--- config.mk ---
export PLATFORM = sky130hd
export DESIGN_NAME = rws_sequencer
export DESIGN_NICKNAME = d
export VERILOG_FILES = /design/src/inc/rws_pkg.sv /design/src/rtl/rws_delay_timer.sv /design/src/rtl/rws_sequencer.sv
export SDC_FILE = /design/constraint.sdc
export NUM_CORES = 1
export LEC_CHECK = 0
export BUFFER_PORTS_ARGS = -buffer_cell sky130_fd_sc_hd__buf_2
export CORE_MARGIN = 10
export CORE_UTILIZATION = 45
export DETAILED_ROUTE_END_ITERATION = 7
export PLACE_DENSITY_LB_ADDON = 0.05
export SLEW_MARGIN = 10
export SYNTH_ARGS = -nofsm -noshare
export SYNTH_HDL_FRONTEND = slang
export SYNTH_HIERARCHICAL = 1
export SYNTH_SLANG_ARGS = --single-unit
--- constraint.sdc ---
create_clock -name I_SYS_CLK -period 3.3 [get_ports I_SYS_CLK]
set_input_delay 0.33 -clock I_SYS_CLK [delete_from_list [all_inputs] [get_ports I_SYS_CLK]]
set_output_delay 0.33 -clock I_SYS_CLK [all_outputs]
set_load 0.05 [all_outputs]
--- src/inc/rws_pkg.sv ---
// reset and wake sequencer constants: timing, vectors, status bit positions
// assumes a 40 MHz system clock and the 8-bit register sizes of the core
package rws_pkg;

    // ------------------------------------------------------------------
    // clock and timer figures
    // ------------------------------------------------------------------
    localparam int RWS_CLK_HZ = 40000000;
    localparam int RWS_PWR_DELAY_MS = 64;
    // least time rounds up; 64 ms is an exact cycle count anyway
    localparam longint RWS_PWR_DELAY_CYC =
        (longint'(RWS_PWR_DELAY_MS) * RWS_CLK_HZ + 999) / 1000;
    localparam int RWS_OSC_START_CYC = 1024; // oscillator cycles to count

    // ------------------------------------------------------------------
    // vectors and bit positions
    // ------------------------------------------------------------------
    localparam logic [12:0] RWS_RESET_VECTOR = 13'h0000;
    localparam logic [12:0] RWS_IRQ_VECTOR = 13'h0004;
    localparam int RWS_BROWN_OUT_BIT = 0;
    localparam logic [7:0] RWS_ZERO_BYTE = 8'h00;
    localparam logic [7:0] RWS_STATUS_RESET = 8'h01; // brown-out flag idle high

    // ------------------------------------------------------------------
    // sequencer states and reset causes
    // ------------------------------------------------------------------
    typedef enum logic [2:0] {
        RWS_ST_POWER_TIMER,
        RWS_ST_OSC_TIMER,
        RWS_ST_RUN,
        RWS_ST_SLEEP,
        RWS_ST_WAKE
    } rws_state_t;

    typedef enum logic [1:0] {
        RWS_CAUSE_POWER_ON,
        RWS_CAUSE_BROWN_OUT,
        RWS_CAUSE_PIN,
        RWS_CAUSE_WATCHDOG
    } rws_cause_t;

endpackage : rws_pkg

--- src/rtl/rws_delay_timer.sv ---
// down-counting delay timer used for the power and oscillator delays
// assumes start is a one-cycle pulse; done stays high until next start
`timescale 1ns/10ps
module rws_delay_timer
#(
    parameter int WIDTH = 32
)
(
    // clock and reset
    input wire logic i_clk,
    input wire logic i_resetn,
    // control
    input wire logic i_start,
    input wire logic [WIDTH-1:0] i_count,
    input wire logic i_tick,
    // status
    output logic o_done
);

    logic [WIDTH-1:0] remain;

    // ------------------------------------------------------------------
    // counter
    // ------------------------------------------------------------------
    // load on start, count ticks down to zero
    always_ff @(posedge i_clk or negedge i_resetn)
    begin
        if (!i_resetn)
        begin
            remain <= '0;
            o_done <= 1'b0;
        end
        else if (i_start)
        begin
            remain <= i_count;
            o_done <= 1'b0;
        end
        else if (!o_done && i_tick)
        begin
            if (remain <= WIDTH'(1))
                o_done <= 1'b1;
            remain <= (remain == '0) ? remain : remain - WIDTH'(1);
        end
    end

endmodule : rws_delay_timer

--- src/rtl/rws_sequencer.sv ---
// reset and wake sequencer: holds the core in reset, handles sleep wake-up
// assumes detector inputs are synchronous levels and sleep is a pulse
`timescale 1ns/10ps
// What this block does
// After power-on the core is held in reset for the 64 ms power delay.
// The core stays in reset until the oscillator start timer has run out.
// A brown-out resets the device, optionally stretched by the 64 ms delay.
// Sleep is left only on a pin, power-on or brown-out reset, a watchdog time-out or an interrupt.
// An interrupt wake with global enable set loads the PC with 0004h.
// Wake by interrupt or watchdog leaves registers unchanged.
// The interrupt flags that caused a wake are set and stay visible.
// A brown-out reset clears status bit 0; power-on reloads 01h; pin and watchdog resets leave it as is.
// Segment data is undefined after power-on, kept over other resets.
// A brown-out that drops the supply too low acts as a power-on reset.
// Execution starts from the reset vector only after every delay ends.
module rws_sequencer
    import rws_pkg::*;
#(
    parameter longint PWR_DELAY_CYC = RWS_PWR_DELAY_CYC,
    parameter int OSC_START_CYC = RWS_OSC_START_CYC
)
(
    // clock and reset
    input wire logic I_SYS_CLK,
    input wire logic I_RESETN,
    // reset sources
    input wire logic I_POWER_ON,
    input wire logic I_BROWN_OUT,
    input wire logic I_SUPPLY_TOO_LOW,
    input wire logic I_EXTERNAL_RESET_PIN,
    input wire logic I_WATCHDOG_TIMER,
    // configuration
    input wire logic I_POWER_UP_TIMER_EN,
    input wire logic I_CRYSTAL_MODE,
    input wire logic I_OSC_TICK,
    // sleep and interrupts
    input wire logic I_SLEEP_REQ,
    input wire logic I_GLOBAL_INTERRUPT_ENABLE,
    input wire logic [7:0] I_IRQ_ENABLE,
    input wire logic [7:0] I_IRQ_PENDING,
    // register port
    input wire logic [1:0] I_ADDR,
    input wire logic [7:0] I_WDATA,
    input wire logic I_WR,
    input wire logic I_RD,
    output logic [7:0] O_RDATA,
    // core control
    output logic O_CORE_RESET,
    output logic O_SLEEPING,
    output logic O_PC_LOAD,
    output logic [12:0] O_PC_VALUE,
    output logic O_INIT_POWER_ON,
    output logic O_INIT_RESET,
    output logic O_SEGMENT_CLEAR_X,
    output logic O_IRQ
);

    // ------------------------------------------------------------------
    // register map
    // ------------------------------------------------------------------
    localparam logic [1:0] ADDR_STATUS = 2'h0;
    localparam logic [1:0] ADDR_WAKE_FLAGS = 2'h1;
    localparam logic [1:0] ADDR_EVENT = 2'h2;
    localparam logic [1:0] ADDR_MASK = 2'h3;
    localparam int PWR_W = 32;

    rws_state_t state;
    rws_cause_t cause;
    logic any_reset;
    logic power_like;
    logic timer_start;
    logic osc_start;
    logic pwr_done;
    logic osc_done;
    logic use_pwr;
    logic [7:0] reset_status;
    logic [7:0] wake_flags;
    logic [7:0] event_flags;
    logic [7:0] event_mask;
    logic [3:0] event_set;
    logic wake_irq;
    logic wake_wdt;

    // ------------------------------------------------------------------
    // reset decode
    // ------------------------------------------------------------------
    // low supply during brown-out is treated as a full power-on
    assign power_like = I_POWER_ON | (I_BROWN_OUT & I_SUPPLY_TOO_LOW);
    assign any_reset = power_like | I_BROWN_OUT | I_EXTERNAL_RESET_PIN
        | (I_WATCHDOG_TIMER & (state != RWS_ST_SLEEP));
    assign wake_irq = (state == RWS_ST_SLEEP)
        && ((I_IRQ_ENABLE & I_IRQ_PENDING) != RWS_ZERO_BYTE);
    assign wake_wdt = (state == RWS_ST_SLEEP) && I_WATCHDOG_TIMER;
    assign timer_start = any_reset;
    assign osc_start = (state == RWS_ST_POWER_TIMER) && pwr_done
        && !any_reset;
    function automatic rws_cause_t decode_cause(input logic pwr,
        input logic bo, input logic pin);
        if (pwr)
            return RWS_CAUSE_POWER_ON;
        else if (bo)
            return RWS_CAUSE_BROWN_OUT;
        else if (pin)
            return RWS_CAUSE_PIN;
        else
            return RWS_CAUSE_WATCHDOG;
    endfunction : decode_cause

    // ------------------------------------------------------------------
    // delay timers
    // ------------------------------------------------------------------
    // power delay runs on the system clock, oscillator delay on osc ticks in crystal mode
    rws_delay_timer #(.WIDTH(PWR_W)) u_power_timer (
        .i_clk(I_SYS_CLK),
        .i_resetn(I_RESETN),
        .i_start(timer_start),
        .i_count(use_pwr ? PWR_W'(PWR_DELAY_CYC) : PWR_W'(1)),
        .i_tick(1'b1),
        .o_done(pwr_done)
    );
    rws_delay_timer #(.WIDTH(PWR_W)) u_osc_timer (
        .i_clk(I_SYS_CLK),
        .i_resetn(I_RESETN),
        .i_start(osc_start | timer_start),
        .i_count(I_CRYSTAL_MODE ? PWR_W'(OSC_START_CYC) : PWR_W'(1)),
        .i_tick(I_CRYSTAL_MODE ? I_OSC_TICK : 1'b1),
        .o_done(osc_done)
    );
    // power delay always on power-on; optional for brown-out only
    assign use_pwr = power_like
        || (I_BROWN_OUT && I_POWER_UP_TIMER_EN);

    // ------------------------------------------------------------------
    // sequencer
    // ------------------------------------------------------------------
    // the detector inputs pull back to the power state from anywhere
    always_ff @(posedge I_SYS_CLK or negedge I_RESETN)
    begin
        if (!I_RESETN)
        begin
            state <= RWS_ST_POWER_TIMER;
            cause <= RWS_CAUSE_POWER_ON;
        end
        else if (any_reset)
        begin
            state <= RWS_ST_POWER_TIMER;
            cause <= decode_cause(power_like, I_BROWN_OUT,
                I_EXTERNAL_RESET_PIN);
        end
        else
        begin
            case (state)
                RWS_ST_POWER_TIMER:
                    if (pwr_done)
                        state <= RWS_ST_OSC_TIMER;
                RWS_ST_OSC_TIMER:
                    if (osc_done && !osc_start)
                        state <= RWS_ST_RUN;
                RWS_ST_RUN:
                    if (I_SLEEP_REQ)
                        state <= RWS_ST_SLEEP;
                RWS_ST_SLEEP:
                    if (wake_irq || wake_wdt)
                        state <= RWS_ST_WAKE;
                RWS_ST_WAKE:
                    state <= RWS_ST_RUN;
                default:
                    state <= RWS_ST_POWER_TIMER;
            endcase
        end
    end

    // ------------------------------------------------------------------
    // core outputs
    // ------------------------------------------------------------------
    // reset held through every delay; init pulses on release only
    always_ff @(posedge I_SYS_CLK or negedge I_RESETN)
    begin
        if (!I_RESETN)
        begin
            O_CORE_RESET <= 1'b1;
            O_SLEEPING <= 1'b0;
            O_PC_LOAD <= 1'b0;
            O_PC_VALUE <= RWS_RESET_VECTOR;
            O_INIT_POWER_ON <= 1'b0;
            O_INIT_RESET <= 1'b0;
        end
        else
        begin
            O_CORE_RESET <= any_reset || (state == RWS_ST_POWER_TIMER)
                || (state == RWS_ST_OSC_TIMER && !(osc_done && !osc_start));
            O_SLEEPING <= (state == RWS_ST_SLEEP) && !wake_irq && !wake_wdt
                && !any_reset || (state == RWS_ST_RUN && I_SLEEP_REQ
                && !any_reset);
            O_PC_LOAD <= 1'b0;
            O_INIT_POWER_ON <= 1'b0;
            O_INIT_RESET <= 1'b0;
            if (!any_reset && state == RWS_ST_OSC_TIMER && osc_done
                && !osc_start)
            begin
                O_PC_LOAD <= 1'b1;
                O_PC_VALUE <= RWS_RESET_VECTOR;
                O_INIT_POWER_ON <= (cause == RWS_CAUSE_POWER_ON);
                O_INIT_RESET <= (cause != RWS_CAUSE_POWER_ON);
            end
            else if (!any_reset && wake_irq && I_GLOBAL_INTERRUPT_ENABLE)
            begin
                // registers untouched; only the vector is loaded
                O_PC_LOAD <= 1'b1;
                O_PC_VALUE <= RWS_IRQ_VECTOR;
            end
        end
    end

    // ------------------------------------------------------------------
    // segment data handling
    // ------------------------------------------------------------------
    // power-on and too-low brown-out mark segment data unknown; others keep it
    always_ff @(posedge I_SYS_CLK or negedge I_RESETN)
    begin
        if (!I_RESETN)
            O_SEGMENT_CLEAR_X <= 1'b1;
        else
            O_SEGMENT_CLEAR_X <= power_like;
    end

    // ------------------------------------------------------------------
    // reset status and wake flags
    // ------------------------------------------------------------------
    // brown-out clears bit 0; software sets it back by a write
    always_ff @(posedge I_SYS_CLK or negedge I_RESETN)
    begin
        if (!I_RESETN)
            reset_status <= RWS_STATUS_RESET;
        else if (I_BROWN_OUT && !power_like)
            reset_status[RWS_BROWN_OUT_BIT] <= 1'b0;
        else if (power_like)
            reset_status <= RWS_STATUS_RESET;
        else if (I_WR && I_ADDR == ADDR_STATUS)
            reset_status <= I_WDATA;
    end
    // flags that woke the core; the hardware set wins over a clear
    always_ff @(posedge I_SYS_CLK or negedge I_RESETN)
    begin
        if (!I_RESETN)
            wake_flags <= RWS_ZERO_BYTE;
        else if (wake_irq)
            wake_flags <= wake_flags | (I_IRQ_ENABLE & I_IRQ_PENDING);
        else if (I_WR && I_ADDR == ADDR_WAKE_FLAGS)
            wake_flags <= wake_flags & ~I_WDATA;
    end

    // ------------------------------------------------------------------
    // interrupt events
    // ------------------------------------------------------------------
    assign event_set = {O_PC_LOAD && O_PC_VALUE == RWS_RESET_VECTOR,
        wake_wdt, wake_irq, any_reset};

    // sticky events; read clears, but a new event in that cycle survives
    always_ff @(posedge I_SYS_CLK or negedge I_RESETN)
    begin
        if (!I_RESETN)
            event_flags <= RWS_ZERO_BYTE;
        else if (I_RD && I_ADDR == ADDR_EVENT)
            event_flags <= {4'h0, event_set};
        else
            event_flags <= event_flags | {4'h0, event_set};
    end
    always_ff @(posedge I_SYS_CLK or negedge I_RESETN)
    begin
        if (!I_RESETN)
            event_mask <= RWS_ZERO_BYTE;
        else if (I_WR && I_ADDR == ADDR_MASK)
            event_mask <= I_WDATA;
    end
    always_ff @(posedge I_SYS_CLK or negedge I_RESETN)
    begin
        if (!I_RESETN)
            O_IRQ <= 1'b0;
        else
            O_IRQ <= ((event_flags | {4'h0, event_set}) & event_mask
                & ~((I_RD && I_ADDR == ADDR_EVENT) ? event_flags
                : RWS_ZERO_BYTE)) != RWS_ZERO_BYTE;
    end

    // ------------------------------------------------------------------
    // read port
    // ------------------------------------------------------------------
    always_ff @(posedge I_SYS_CLK or negedge I_RESETN)
    begin
        if (!I_RESETN)
            O_RDATA <= RWS_ZERO_BYTE;
        else if (I_RD)
        begin
            case (I_ADDR)
                ADDR_STATUS: O_RDATA <= reset_status;
                ADDR_WAKE_FLAGS: O_RDATA <= wake_flags;
                ADDR_EVENT: O_RDATA <= event_flags;
                ADDR_MASK: O_RDATA <= event_mask;
                default: O_RDATA <= RWS_ZERO_BYTE;
            endcase
        end
        else
            O_RDATA <= RWS_ZERO_BYTE;
    end
endmodule : rws_sequencer

==> results.toml, run 1 <==
[synthesis]
synth_top_family_by_area = "simple AND/OR/NAND/NOR gates"
avgSynthCellArea_um2 = 9.44
netlist_instances = 715
yosysSeqAreaShare_pct = 42.7
yosysWarnings = 6
synth_area_um2 = 6750
async_flop_share_pct = 100
synth-simple-area-share_pct = 26.5
synth_adder_area_share_pct = 1.11
synth-xor-area-share_pct = 1.69
ys_seq_elements = 115
synth-compound-area-share_pct = 18.0
synth-edff-count = 0
synth_cell_types = 81
muxShareOfSynthArea_pct = 4.88
ys.flop_type = "dfrtp_1"

[cts]
cts_buffers = 17
cts_max_level = 4
ctsLongestPathBuffers = 2
cts_sinks = 115
cts_tree = "done"
clockRootBuffer = "clkbuf_16"
post_cts_buffers = 0
cts_hold_buf = 1
ctsResizeCount = 0
clkTransAtPathRegs_ps = 50
clk-insertion-delay-late_ps = 420

[grt]
grt_pass1_vias = 5564
grt_pass1_wl_um = 28200
grt_max_degree = 64
gr-total-overflow = 0
antenna_found_initial = 0
grt_use_total_pct = 16.7

[setup_path]
worstSetupPathType = "flop to flop"
r2r.worst_path.cells = 5
crit-reg2reg-capture = "u_osc_timer/remain[31]"
r2r_start = "u_osc_timer/remain[14]"
end_kind = "flop"
crit_fanout = 7
cp-start-kind = "flop"
required_ps = 3600
r2r_slack_ps = 480
worstPathArrival_ps = 3120

[pwr]
power_frac_clock_pct = 47.9
peakVddDrop_mv = 0.381
seq_power_share_pct = 41.4
switchingPower_mw = 1.02
switching_share_pct = 26.7
total_power_mw = 3.82
p_int_mw = 2.80
p_comb_share_pct = 10.8
cellPowerDensity_nw_per_um2 = 479
power.leakage_nw = 3.40

[final_layout]
drive_above_1_share_pct = 18.1
utilization_pct = 54.6
layout_commonest_cell = "dfrtp_1"
layout_common_cells = "dfrtp_1 (112), conb_1 (72), nand2_1 (71), buf_2 (54), nor2_1 (43)"
antenna_cells = 0
num-nets-final = 869
area_delta_synth_final_pct = 18.1
final_area_um2 = 7970

[die]
ios = 68
initial_core_util_pct = 46.3
die_y_um = 142
row_count = 44
dieArea_um2 = 20300
die_w_um = 142
core_um2 = 14600

[sta]
fmax_mhz = 355
max-slew-margin-rel_pct = 48.0
setup_viol = 0
setup_slack_ps = 480
period_share_pct = 85.4
hold_viol = 0
slew_viol_final = 0
final.setup.tns_ps = 0
skew_ps = 9.93
period_needed_ps = 2820
worst_pin_slew_ps = 772
rsz0062_at_grt = "no"

[run_status]
status = "finished clean"

[drt]
dr_total_vias = 5792
remaining_drc_errors = 0
drt_iter0_markers = 475
first_pass_iters = 5
routed_via_density = 5.68
routedWlPerCell_um = 16.5
ant_nets = 0
totalWireLength_um = 16800

[place]
placed_cell_area_um2 = 7370
hpwl_um = 11700
gp_congestion = 0.823
dp_slack_ps = 511
portBuffers = 55

[hold_path]
hold_path_depth = 3
hp-start = "I_CRYSTAL_MODE"
hold_class = "input port to flop"
worstHoldEndpoint = "u_osc_timer/remain[10]"

[run]
maxCapViolCount = 0
## cell type report
cell class / instances / area (um^2)
Fill cell: 1334 / 6620
Multi-Input combinational cell: 600 / 3790
Sequential cell: 115 / 2880
Clock buffer: 19 / 453
Timing Repair Buffer: 71 / 413
Tap cell: 184 / 230
Clock inverter: 13 / 135
Inverter: 18 / 67.6
## sequential cells by signal (all words and copies together) (netlist names), 2 cells and up
name and cells:
cause 2, event_flags 4, wake_flags 8, state 3, u_power_timer/remain 32, reset_status 8
u_osc_timer/remain 32, O_RDATA 8, event_mask 8
## routing by layer
layer / GRT usage, % / vias to the layer above / wire [um]
met1: 23.5 / 2808 / 8020
met5: 0 / - / 0
met3: 4.01 / 21 / 877
met4: 5.64 / 0 / 206
li1: - / 2844 / -
met2: 24.5 / 119 / 7700
## cells by family (layout without fill, tap and decap cells)
logic type                 Yosys count  in the layout
AOI/OAI and AO/OA                  168            168
xor gates and xnor gates            13             13
adders and majority gates            6              6
buffers and inverters               70            121
DFF                                115            115
muxes                               26             26
other                                2             72
and+or+nand+nor                    315            315
## synthesized netlist by cell type, drive strengths merged, types with 8 or more instances
| cell | number | share of area (%) |
|---|---|---|
| nor3 | 24 | 1.9 |
| mux2 | 15 | 2.5 |
| dfrtp | 112 | 42 |
| nor4 | 20 | 2.5 |
| a31oi | 18 | 1.7 |
| o211ai | 9 | 1.0 |
| o21ai | 38 | 2.8 |
| or3 | 19 | 1.9 |
| xnor2 | 13 | 1.7 |
| a21o | 10 | 1.1 |
| nand2 | 71 | 3.9 |
| clkbuf | 29 | 1.7 |
| o31ai | 8 | 0.89 |
| buf | 23 | 2.4 |
| nor2 | 43 | 2.4 |
| nor2b | 15 | 1.4 |
| nand3 | 30 | 2.3 |
| a22oi | 14 | 1.6 |
| a21oi | 14 | 1.2 |
| inv | 18 | 1.0 |
| nand4 | 12 | 1.1 |
| or4 | 28 | 3.3 |
| a22o | 9 | 1.2 |
## worst max-delay path by stage
| stage | start | endpoint | depth (start not counted) |
|---|---|---|---|
| after floorplan | u_osc_timer/remain[16] | u_osc_timer/remain[30] | 8 |
| after global placement | u_osc_timer/remain[16] | u_osc_timer/remain[22] | 5 |
| after detailed placement | u_osc_timer/remain[14] | u_osc_timer/remain[31] | 5 |
| after CTS | u_osc_timer/remain[14] | u_osc_timer/remain[31] | 5 |
| after global routing | u_osc_timer/remain[14] | u_osc_timer/remain[28] | 5 |
| final | u_osc_timer/remain[14] | u_osc_timer/remain[31] | 5 |
## per-stage QoR
stage / hold slack, ps / std cells
2_1_floorplan: 34.4 / 785
3_5_place_dp: 444 / 987
5_1_grt: 148 / 1020
6_report: 156 / 1020
4_1_cts: 129 / 1020
3_3_place_gp: 432 / 987
## worst max-delay path, stage by stage, from the launching register on
cell	delay, ps
dfrtp_1	430
or4_1	610
or4_1	570
nor4_1	630
mux2i_1	170
a211o_1	300
## power by group through the flow
stage | sequential, mW | clock, mW | combinational [mW]
final | 1.58 | 1.83 | 0.411
after global routing | 1.60 | 1.93 | 0.461
after CTS | 1.58 | 1.86 | 0.413
after detailed placement | 1.60 | 0 | 0.410
after global placement | 1.60 | 0 | 0.402
after floorplan | 1.61 | 0 | 0.270
No activity file was read; power rests on OpenSTA's default activity.
==> run 2, diff against run 1 <==
Settings changed: ABC_AREA set to 1, CORE_UTILIZATION 45 to 61.
==> run 2 against run 1 <==
Sequential cell count is the same. Highest routed layer unchanged. Via count grew 33%. Non-clock buffer count decreased by 7.
==> results.toml, run 2 <==
[run_status]
status = "finished clean"

[sta]
setup_viol = 0
max-slew-margin-rel_pct = 30.3
skew_ps = 9.96
hold_viol = 0
slew_viol_final = 0
worst_pin_slew_ps = 1040
period_share_pct = 83.6
rsz0062_at_grt = "no"
hold_ws_ps = 180
fmax_mhz = 362
final.setup.tns_ps = 0
period_needed_ps = 2760

[die]
ios = 68
dieArea_um2 = 18400
initial_core_util_pct = 61.8
die_y_um = 136
core_um2 = 13200
die_w_um = 136
row_count = 42

[drt]
first_pass_iters = 5
routedWlPerCell_um = 13.2
drt_iter0_markers = 618
totalWireLength_um = 20000
ant_nets = 0
dr_total_vias = 7688
routed_via_density = 5.07
remaining_drc_errors = 0

[cts]
post_cts_buffers = 0
cts_max_level = 4
cts_tree = "done"
cts_buffers = 17
ctsResizeCount = 0
cts_sinks = 115
cts_hold_buf = 1
ctsLongestPathBuffers = 2
clockRootBuffer = "clkbuf_16"
clkTransAtPathRegs_ps = 60
clk-insertion-delay-late_ps = 420

[grt]
gr-total-overflow = 0
grt_pass1_vias = 6970
grt_use_total_pct = 22.2
antenna_found_initial = 0
grt_max_degree = 57
grt_pass1_wl_um = 33700

[final_layout]
reg.largest.list = "u_osc_timer/remain x32, u_power_timer/remain x32"
drive_above_1_share_pct = 16.7
layout_commonest_cell = "nand2_1"
antenna_cells = 0
layout_common_cells = "nand2_1 (372), nor2_1 (179), inv_1 (138), dfrtp_1 (112), nand3_1 (97)"
num-nets-final = 1373
area_delta_synth_final_pct = 12.9
fillers = 1140

[synthesis]
avgSynthCellArea_um2 = 6.69
muxShareOfSynthArea_pct = 0
netlist_instances = 1219
yosysMostFrequentCell = "nand2_1"
synth-simple-area-share_pct = 42.3
ys.flop_type = "dfrtp_1"
synth-compound-area-share_pct = 10.5
synth_cell_types = 37
async_flop_share_pct = 100
yosysSeqAreaShare_pct = 35.3
synth-edff-count = 0
yosysWarnings = 6
yosysTopAreaCell = "dfrtp_1"
synth_area_um2 = 8150
ys_seq_elements = 115
synth_top_family_by_area = "simple AND/OR/NAND/NOR gates"
synth_adder_area_share_pct = 0.921
yosys-top-cells-count = "nand2_1 (372), nor2_1 (179), inv_1 (138)"
synth-xor-area-share_pct = 0.215
synth_top_area_share_pct = 34.4
ys_top_cells_by_area = "dfrtp_1 (34%), nand2_1 (17%), nor2_1 (8.2%)"

[setup_path]
crit_buf_inv = 2
end_kind = "flop"
crit_chain = "nand3_2 -> nand2_4 -> nand2_4 -> clkinv_2 -> nand2_1 -> buf_4 -> a21oi_1 -> nor2_4 -> nand2_1 -> o21ai_2"
worst_path_largest_cell_delay_ps = 830
worstSetupPathType = "flop to flop"
required_ps = 3640
cp-start-kind = "flop"
worstPathArrival_ps = 3100
cpMaxStageDelayCell = "nor2_4"
crit_fanout = 32
crit_family = "simple AND/OR/NAND/NOR gates"

[run]
maxCapViolCount = 0

[pwr]
power.leakage_nw = 4.70
peakVddDrop_mv = 0.390
cellPowerDensity_nw_per_um2 = 423

[hold_path]
hold_class = "input port to flop"

[place]
gp_congestion = 0.918
portBuffers = 55
hpwl_um = 14400
## run 2: cell count changes in the layout (fill, tap and decap cells not counted), moves of 19 or more
cell	delta
nand2_1	+301
nor2_1	+136
inv_1	+121
nand3_1	+68
nand2_2	+42
o21ai_2	+28
or4_1	-25
a21oi_1	+22
nor2_2	+19
nor2_4	+19
## run 2: per-layer routing
| metal | track usage [%] | part of all wire, % | vias to the layer above |
|---|---|---|---|
| met5 | 0 | 0 | - |
| met4 | 5.62 | 0.96 | 0 |
| met3 | 5.56 | 6.5 | 20 |
| met2 | 34.1 | 45 | 229 |
| met1 | 30.5 | 48 | 3463 |
| li1 | - | - | 3976 |
## run 2: logic make-up after synthesis
family / count (synthesis)
AO/OA/AOI/OAI: 139
AND/OR/NAND/NOR: 769
XOR/XNOR: 2
buffers and inverters: 186
other: 2
adder cells (fa/ha/maj): 6
flip-flops: 115
## run 2: path summary, 6_finish.rpt
path                             startpoint                  endpoint  slack (ps)  cells past startpoint
max                                state[1]    u_osc_timer/remain[15]         540                     10
max in group asynchronous          I_RESETN  u_power_timer/remain[12]        2010                      3
min                        I_WATCHDOG_TIMER                O_SLEEPING         180                      2
min in group asynchronous          I_RESETN     u_osc_timer/remain[5]         530                      2
min reg2reg                        cause[0]           O_INIT_POWER_ON         480                      1
max reg2reg                        state[1]    u_osc_timer/remain[15]         540                     10
## run 2: final cells by class
cell class | count | area (um^2) | area share [%]
timing repair buffer | 64 | 360 | 3.91
sequential | 115 | 2880 | 31.3
clock buffer | 23 | 468 | 5.08
clock inverter | 9 | 81.3 | 0.884
tap | 176 | 220 | 2.39
inverter | 144 | 542 | 5.89
multi-input combinational | 985 | 4650 | 50.5
## run 2: per-stage QoR
stage / utilization, % / setup WS (ps) / power (mW) / std cells / area, um^2
final: 69.8 / 540 / 3.90 / 1516 / 9210
after global routing: 69.8 / 256 / 4.08 / 1516 / 9210
after CTS: 69.8 / 559 / 3.92 / 1516 / 9210
after detailed placement: 65.5 / 550 / 2.19 / 1483 / 8650
after global placement: 65.5 / 654 / 2.18 / 1483 / 8650
after floorplan: - / 1500 / 2.03 / 1286 / 8400
## run 2: power by group
group / internal [mW] / total, mW / switching [mW]
Combinational: 0.178 / 0.562 / 0.385
Sequential: 1.50 / 1.61 / 0.111
Clock: 1.07 / 1.72 / 0.653
Total: 2.75 / 3.90 / 1.15
